==> config.mk <==
export PLATFORM = sky130hd
export DESIGN_NAME = dsbr_debug_regs
export DESIGN_NICKNAME = d
export VERILOG_FILES = /design/src/dsbr_bkpt_store.v /design/src/dsbr_debug_regs.v
export VERILOG_INCLUDE_DIRS = /design/src
export SDC_FILE = /design/constraint.sdc
export NUM_CORES = 1
export LEC_CHECK = 0
export BUFFER_PORTS_ARGS = -buffer_cell sky130_fd_sc_hd__buf_2
export CAP_MARGIN = 5
export CORE_MARGIN = 3
export CORE_UTILIZATION = 30
export CTS_CLUSTER_DIAMETER = 30
export DETAILED_ROUTE_END_ITERATION = 12
export HOLD_SLACK_MARGIN = 0.02
export SLEW_MARGIN = 20
export SYNTH_ARGS = -nofsm -noshare
export SYNTH_HDL_FRONTEND = slang
export SYNTH_SLANG_ARGS = --single-unit
==> constraint.sdc <==
create_clock -name i_sys_clk -period 1.1 [get_ports i_sys_clk]
set_input_delay 0 -clock i_sys_clk [delete_from_list [all_inputs] [get_ports i_sys_clk]]
set_output_delay 0 -clock i_sys_clk [all_outputs]
set_load 0.03 [all_outputs]
==> src/dsbr_map.vh <==
`ifndef DSBR_MAP_VH
`define DSBR_MAP_VH
// Register selectors on the serial command side.
`define DSBR_SEL_STATUS 2'h0
`define DSBR_SEL_BKPT 2'h1
`define DSBR_SEL_FRST 2'h2
// Field positions of debug_status_control.
`define DSBR_BIT_DBG_EN 7
`define DSBR_BIT_ACTIVE 6
`define DSBR_BIT_BRK_EN 5
`define DSBR_BIT_TAG_SEL 4
`define DSBR_BIT_CLK_SEL 3
`define DSBR_BIT_SLEEP 2
`define DSBR_BIT_SLEEP_FAIL 1
`define DSBR_BIT_SLOW_FAIL 0
// Field position of the forced-reset control bit.
`define DSBR_BIT_FRST_GO 0
// Reset values, and the fixed read value of the forced-reset register.
`define DSBR_STATUS_RST 8'h00
`define DSBR_BKPT_RST 16'h0000
`define DSBR_FRST_READ 8'h00
`endif

==> src/dsbr_bkpt_store.v <==
`timescale 1ns/1ps
`include "dsbr_map.vh"
// Breakpoint match storage, reachable only from serial commands.
module dsbr_bkpt_store (
    input wire i_sys_clk,
    input wire i_reset,
    input wire i_wr,
    input wire [15:0] i_wdata,
    output reg [15:0] o_rdata
);
    always @(posedge i_sys_clk)
    begin
        if (i_reset)
            o_rdata <= `DSBR_BKPT_RST;
        else if (i_wr)
            o_rdata <= i_wdata;
    end
endmodule // dsbr_bkpt_store

==> src/dsbr_debug_regs.v <==
`timescale 1ns/1ps
`include "dsbr_map.vh"
// Functional notes
// - wait_stop_status reads 1 in wait/stop or after a halt pulled the core out of it, else 0.
// - Commands other than the halt are refused while the core is in wait or stop.
// - A halt command during wait or stop forces the core into active debug mode.
// - wait_stop_failure is set when a memory access command collides with wait or stop.
// - data_valid_failure always reads 0 since no slow memory exists.
// - A 16-bit breakpoint match register holds the breakpoint address.
// - breakpoint_enable gates the breakpoint match; force_tag_select only drives o_tag_mode.
// - The breakpoint register is reached only by the breakpoint read and write commands.
// - The forced-reset bit is written only by a serial memory-write command.
// - User program writes to the forced-reset register are ignored.
// - Reads of the forced-reset register always return 0x00.
module dsbr_debug_regs (
    input wire i_sys_clk,
    input wire i_reset,
    input wire i_cpu_wait_stop,
    input wire i_cmd_valid,
    input wire i_cmd_halt,
    input wire i_cmd_mem,
    input wire i_mem_fail_sleep,
    input wire i_cmd_wr,
    input wire i_cmd_rd,
    input wire [1:0] i_cmd_sel,
    input wire [15:0] i_cmd_wdata,
    input wire i_cpu_wr,
    input wire [1:0] i_cpu_sel,
    input wire [7:0] i_cpu_wdata,
    input wire [15:0] i_cpu_addr,
    input wire i_cpu_fetch,
    output reg [15:0] o_cmd_rdata,
    output wire o_cmd_accept,
    output wire o_cmd_refused,
    output reg o_halt_request,
    output reg o_force_reset,
    output reg o_bkpt_hit,
    output wire o_tag_mode,
    output wire o_debug_active
);
    // ****************************************
    // Declarations
    // ****************************************
    reg [7:0] status_ctl;
    reg [7:0] next_status_ctl;
    reg sleep_latched;
    reg next_sleep_latched;
    reg next_halt_request;
    reg next_force_reset;
    reg next_bkpt_hit;
    reg [15:0] next_cmd_rdata;

    wire [15:0] bkpt_addr;
    wire sleep_now;
    wire cmd_ok;
    wire halt_go;
    wire status_wr;
    wire status_rd;
    wire bkpt_wr;
    wire bkpt_rd;
    wire frst_wr;
    wire frst_rd;
    wire any_rd;
    wire fail_event;
    wire unused_cpu;

    // ****************************************
    // Functions
    // ****************************************
    // One decoder for every register strobe keeps the accept gate identical on all of them.
    function reg_strobe;
        input ok;
        input op;
        input [1:0] sel;
        input [1:0] code;
        begin
            reg_strobe = ok & op & (sel == code);
        end
    endfunction

    // Only the host-writable control bits follow the write data; the flags keep their state.
    function [7:0] control_merge;
        input [7:0] old;
        input [15:0] wdata;
        begin
            control_merge = old;
            control_merge[`DSBR_BIT_DBG_EN] = wdata[`DSBR_BIT_DBG_EN];
            control_merge[`DSBR_BIT_BRK_EN] = wdata[`DSBR_BIT_BRK_EN];
            control_merge[`DSBR_BIT_TAG_SEL] = wdata[`DSBR_BIT_TAG_SEL];
            control_merge[`DSBR_BIT_CLK_SEL] = wdata[`DSBR_BIT_CLK_SEL];
        end
    endfunction

    // Read image of status: the sleep bit is live, and the slow-memory flag is tied low.
    function [15:0] status_image;
        input [7:0] ctl;
        input sleep;
        begin
            status_image = {8'h00, ctl};
            status_image[`DSBR_BIT_SLEEP] = sleep;
            status_image[`DSBR_BIT_SLOW_FAIL] = 1'b0;
        end
    endfunction

    // A fetch matches only when the breakpoint logic is enabled and the whole address agrees.
    function bkpt_match;
        input enable;
        input fetch;
        input [15:0] addr;
        input [15:0] target;
        begin
            bkpt_match = enable & fetch & (addr == target);
        end
    endfunction

    // ****************************************
    // Command gate
    // ****************************************
    assign sleep_now = i_cpu_wait_stop | sleep_latched;
    // The halt is the only command that may pass while the core sleeps.
    assign cmd_ok = i_cmd_valid & (~i_cpu_wait_stop | i_cmd_halt);
    assign o_cmd_accept = cmd_ok;
    assign o_cmd_refused = i_cmd_valid & ~cmd_ok;
    assign halt_go = cmd_ok & i_cmd_halt;
    assign status_wr = reg_strobe(cmd_ok, i_cmd_wr, i_cmd_sel, `DSBR_SEL_STATUS);
    assign status_rd = reg_strobe(cmd_ok, i_cmd_rd, i_cmd_sel, `DSBR_SEL_STATUS);
    assign bkpt_wr = reg_strobe(cmd_ok, i_cmd_wr, i_cmd_sel, `DSBR_SEL_BKPT);
    assign bkpt_rd = reg_strobe(cmd_ok, i_cmd_rd, i_cmd_sel, `DSBR_SEL_BKPT);
    assign frst_wr = reg_strobe(cmd_ok, i_cmd_wr, i_cmd_sel, `DSBR_SEL_FRST);
    assign frst_rd = reg_strobe(cmd_ok, i_cmd_rd, i_cmd_sel, `DSBR_SEL_FRST);
    // The spare selector still counts as a read so that it returns zero.
    assign any_rd = cmd_ok & i_cmd_rd;
    assign fail_event = i_cmd_mem & i_mem_fail_sleep;
    assign o_debug_active = status_ctl[`DSBR_BIT_ACTIVE];
    assign o_tag_mode = status_ctl[`DSBR_BIT_TAG_SEL];

    // ****************************************
    // Status and control
    // ****************************************
    always @*
    begin
        next_status_ctl = status_ctl;
        next_sleep_latched = sleep_latched;
        if (halt_go)
        begin
            next_status_ctl[`DSBR_BIT_ACTIVE] = 1'b1;
            // Remember that the halt broke a wait or stop, so the flag survives the wake-up.
            next_sleep_latched = i_cpu_wait_stop;
        end
        if (status_wr)
        begin
            next_status_ctl = control_merge(next_status_ctl, i_cmd_wdata);
            // Leaving debug mode by writing the active flag low also drops the latched state.
            if (!i_cmd_wdata[`DSBR_BIT_ACTIVE] && !i_cmd_halt)
            begin
                next_status_ctl[`DSBR_BIT_ACTIVE] = 1'b0;
                next_sleep_latched = 1'b0;
            end
        end
        // A read of status clears the failure flag, but a new failure in the same cycle wins.
        if (fail_event)
        begin
            next_status_ctl[`DSBR_BIT_SLEEP_FAIL] = 1'b1;
        end
        else if (status_rd)
        begin
            next_status_ctl[`DSBR_BIT_SLEEP_FAIL] = 1'b0;
        end
    end

    // Bits 2 and 0 are never set here; the read image supplies them.
    always @(posedge i_sys_clk)
    begin
        if (i_reset)
        begin
            status_ctl <= `DSBR_STATUS_RST;
            sleep_latched <= 1'b0;
        end
        else
        begin
            status_ctl <= next_status_ctl;
            sleep_latched <= next_sleep_latched;
        end
    end

    // ****************************************
    // Halt request
    // ****************************************
    // The pulse lasts one cycle per cycle of accepted halt whether or not the core was asleep; the core side decides how to stop.
    always @*
    begin
        next_halt_request = halt_go;
    end

    always @(posedge i_sys_clk)
    begin
        if (i_reset)
        begin
            o_halt_request <= 1'b0;
        end
        else
        begin
            o_halt_request <= next_halt_request;
        end
    end

    // ****************************************
    // Breakpoint
    // ****************************************
    // Storage sits in its own module so that only the serial command strobes can reach it.
    dsbr_bkpt_store u_bkpt (
        .i_sys_clk(i_sys_clk),
        .i_reset(i_reset),
        .i_wr(bkpt_wr),
        .i_wdata(i_cmd_wdata),
        .o_rdata(bkpt_addr)
    );

    always @*
    begin
        next_bkpt_hit = bkpt_match(status_ctl[`DSBR_BIT_BRK_EN], i_cpu_fetch, i_cpu_addr, bkpt_addr);
    end

    always @(posedge i_sys_clk)
    begin
        if (i_reset)
        begin
            o_bkpt_hit <= 1'b0;
        end
        else
        begin
            o_bkpt_hit <= next_bkpt_hit;
        end
    end

    // ****************************************
    // Forced reset
    // ****************************************
    // The CPU write port is deliberately left out here: user code must never be able to reset the part.
    always @*
    begin
        next_force_reset = frst_wr & i_cmd_wdata[`DSBR_BIT_FRST_GO];
    end

    always @(posedge i_sys_clk)
    begin
        if (i_reset)
        begin
            o_force_reset <= 1'b0;
        end
        else
        begin
            o_force_reset <= next_force_reset;
        end
    end

    // ****************************************
    // Read data
    // ****************************************
    // Read data stands until the next accepted read, so a refused read leaves it untouched.
    always @*
    begin
        next_cmd_rdata = o_cmd_rdata;
        if (status_rd)
        begin
            next_cmd_rdata = status_image(status_ctl, sleep_now);
        end
        else if (bkpt_rd)
        begin
            next_cmd_rdata = bkpt_addr;
        end
        else if (frst_rd)
        begin
            next_cmd_rdata = {8'h00, `DSBR_FRST_READ};
        end
        else if (any_rd)
        begin
            // The spare selector reads as zero rather than holding stale data.
            next_cmd_rdata = 16'h0000;
        end
    end

    always @(posedge i_sys_clk)
    begin
        if (i_reset)
        begin
            o_cmd_rdata <= 16'h0000;
        end
        else
        begin
            o_cmd_rdata <= next_cmd_rdata;
        end
    end

    // ****************************************
    // Unused inputs
    // ****************************************
    // The user write port is kept on the boundary but feeds nothing that can change state.
    assign unused_cpu = i_cpu_wr ^ (^i_cpu_sel) ^ (^i_cpu_wdata);
endmodule // dsbr_debug_regs

==> results.sh <==
export IMPL_ys_top_cells_by_count="dfxtp_1 (42), mux2i_1 (27), nor2_1 (23)"
export IMPL_start_util_pct=32.0
export IMPL_slew_headroom_pct=70.9
export IMPL_ant_nets=0
export IMPL_power_frac_seq_pct=44.9
export IMPL_cts_sinks=42
export IMPL_power_share_clock_pct=43.3
export IMPL_finalSetupViolations=1
export IMPL_yosys_warnings=0
export IMPL_p_leak_nw=1.36
export IMPL_antenna_found_initial=0
export IMPL_nets=349
export IMPL_cts_buffers=5
export IMPL_dr_total_vias=1698
export IMPL_grt_first_pass_wirelength_um=7970
export IMPL_final_max_slew_viol_count=0
export IMPL_fin_crit_ps=1140
export IMPL_drc_errors=0
export IMPL_ff2ff_setup_slack_ps=-40
export IMPL_cts_buffer_depth=2
export IMPL_peakVddDrop_mv=0.521
export IMPL_netlist_area_mm2=0.00183
export IMPL_grt_max_degree=24
export IMPL_core_region_area_mm2=0.00571
export IMPL_rsz0062_at_grt="yes"
export IMPL_worst_pin_slew_ps=436
export IMPL_switching_power_mw=0.758
export IMPL_syn_inst=197
export IMPL_worstSetupStartpointType="register"
export IMPL_combPwrFrac_pct=11.8
export IMPL_ys_seq_elements=42
export IMPL_required_ps=1310
export IMPL_drt_pass1_iter_count=4
export IMPL_drt_iter0_markers=91
export IMPL_die_width_um=84.1
export IMPL_dpl_instance_area_mm2=0.00233
export IMPL_vias_per_cell=4.63
export IMPL_diodes=0
export IMPL_worst_skew_pair_late_latency_ps=290
export IMPL_drive_gt1_share_pct=34.9
export IMPL_outcome="finished with violations"
export IMPL_cts_tree="yes"
export IMPL_wire_per_inst_um=13.3
export IMPL_path_max_fanout=2
export IMPL_dp_slack_ps=-87.9
export IMPL_root_buffer="clkbuf_8"
export IMPL_synth_nets=252
export IMPL_synthArstFlopShare_pct=0
export IMPL_fill_cells=561
export IMPL_cellPowerDensity_mw_per_mm2=1280
export IMPL_design_area_mm2=0.00271
export IMPL_crit_path_end_kind="register"
export IMPL_h_tree_depth=2
export IMPL_io_buffers=66
export IMPL_p_int_mw=2.72
export IMPL_final_hold_violation_count=0
export IMPL_yosys_area_top_type="dfxtp_1"
export IMPL_synth_seq_area_share_pct=46.0
export IMPL_instances_no_fill=367
export IMPL_ys_types=26
export IMPL_dp_hpwl_um=3720
export IMPL_violations="negative setup slack"
export IMPL_gp_congestion=0.798
export IMPL_dp_cells=339
export IMPL_cts_setup_buffers=0
export IMPL_layout_setup_ws_ps=-35.4
export IMPL_worst_clock_skew_ps=8.00
export IMPL_io_pin_count=78
export IMPL_grt_pass1_vias=1589
export IMPL_clk_pin_slew_ps=80
export IMPL_grt_util_all_layers_pct=14.1
export IMPL_tns_ps=-35.4
export IMPL_fmax_mhz=881
export IMPL_gr_total_overflow=0
export IMPL_syn_avg_cell_area_um2=9.29
export IMPL_drv_cap=0
export IMPL_synth_edf_count=0
export IMPL_swShare_pct=21.8
export IMPL_yosysMostFrequentCell="dfxtp_1"
export IMPL_synthTopCellsByArea="dfxtp_1 (46%), mux2i_1 (15%), xor2_1 (7.7%), a21oi_1 (4.9%), nor2_1 (4.7%)"
export IMPL_min_period_over_period_pct=103
export IMPL_path_class="reg2reg"
export IMPL_hold_path_class="in2reg"
export IMPL_areaGrowthSynthToFinish_pct=48.3
export IMPL_die_area_mm2=0.00707
export IMPL_die_h_um=84.1
export IMPL_wl_um=4890
export IMPL_cp_data_arrival_time_ps=1350
export IMPL_yosysTopAreaCellShare_pct=46.0
export IMPL_rows=27
export IMPL_ys_flop_type="dfxtp_1"
registers in the layout, summed over array words and instances, names as in the netlist:
register,cells
status_ctl,6
o_cmd_rdata,16
o_bkpt_hit,1
o_force_reset,1
o_halt_request,1
u_bkpt.o_rdata,16
sleep_latched,1
final cells by class:
class	instances	area, um2	area share, %
clock buffers	6	82.6	3.04
flip-flops and latches	42	847	31.2
repair buffers	103	701	25.8
inverters	2	7.51	0.277
clock inverters	2	60.1	2.21
well taps	72	90.1	3.32
multi-input cells	140	925	34.1
path summary, 6_finish.rpt:
| kind | cells past startpoint | end | from |
|---|---|---|---|
| hold reg to reg | 2 | o_cmd_rdata[6]$_SDFFE_PP0P_ | o_cmd_rdata[6]$_SDFFE_PP0P_ |
| hold / removal | 3 | status_ctl[6]$_SDFF_PP0_ | i_cmd_halt |
| setup / recovery | 4 | o_bkpt_hit$_SDFF_PP0_ | u_bkpt.o_rdata[9]$_SDFFE_PP0P_ |
| setup reg to reg | 4 | o_bkpt_hit$_SDFF_PP0_ | u_bkpt.o_rdata[9]$_SDFFE_PP0P_ |
metal layers:
metal	share of wire (%)	GRT usage, %	routed length (um)
met1	47	19.9	2310
met4	0.82	3.36	40
met5	0	0	0
met3	5.6	3.95	275
met2	46	21.2	2270
per-stage QoR:
step | hold slack (ps) | total power [mW] | utilization, %
after floorplan | 119 | 1.78 | -
final | 35.6 | 3.47 | 47.5
after global routing | 61.9 | 3.61 | 47.5
after CTS | 23.9 | 3.50 | 46.7
after global placement | 233 | 1.95 | 40.8
after detailed placement | 239 | 1.95 | 40.8
cell families after synthesis:
group	count (synthesis)	share of synthesized area, %
multiplexers	27	14.8
XOR/XNOR	16	7.66
buffers and inverters	15	4.38
AND/OR/NAND/NOR	76	21.1
flip-flops	42	46.0
AO/OA/AOI/OAI	21	6.16
worst max-delay path: stages (launching register included):
cell and delay (ps):
dfxtp_1 330, xor2_1 150, nor4_1 290, nand4_1 140, nor4_2 140
layout by cell type (no fill, tap or decap), drive strengths merged, types with 5 or more instances in the layout:
master / instances
buf: 83
dfxtp: 42
mux2i: 27
nor2: 23
nand2: 21
dlygate4sd3: 19
a21oi: 18
xor2: 16
nand3: 10
clkbuf: 7
or3: 6
nor4: 5
power by group through the flow:
stage                     Sequential (mW)  Combinational [mW]  Clock [mW]
final                                1.56               0.411        1.50
after global routing                 1.56               0.451        1.59
after CTS                            1.56               0.405        1.54
after detailed placement             1.60               0.352           0
after global placement               1.59               0.353           0
after floorplan                      1.61               0.170           0
repair_timing:
| action | 4_1_cts | 5_1_grt |
|---|---|---|
| endpoints found under the setup margin | 1 | 4 |
| gates cloned | 0 | 1 |
| pin swaps | 1 | 3 |
| endpoints found under the hold margin | 22 | 0 |
| hold buffers | 19 | 0 |
| gates resized for setup | 2 | 7 |
No activity file was read; power rests on OpenSTA's default activity.
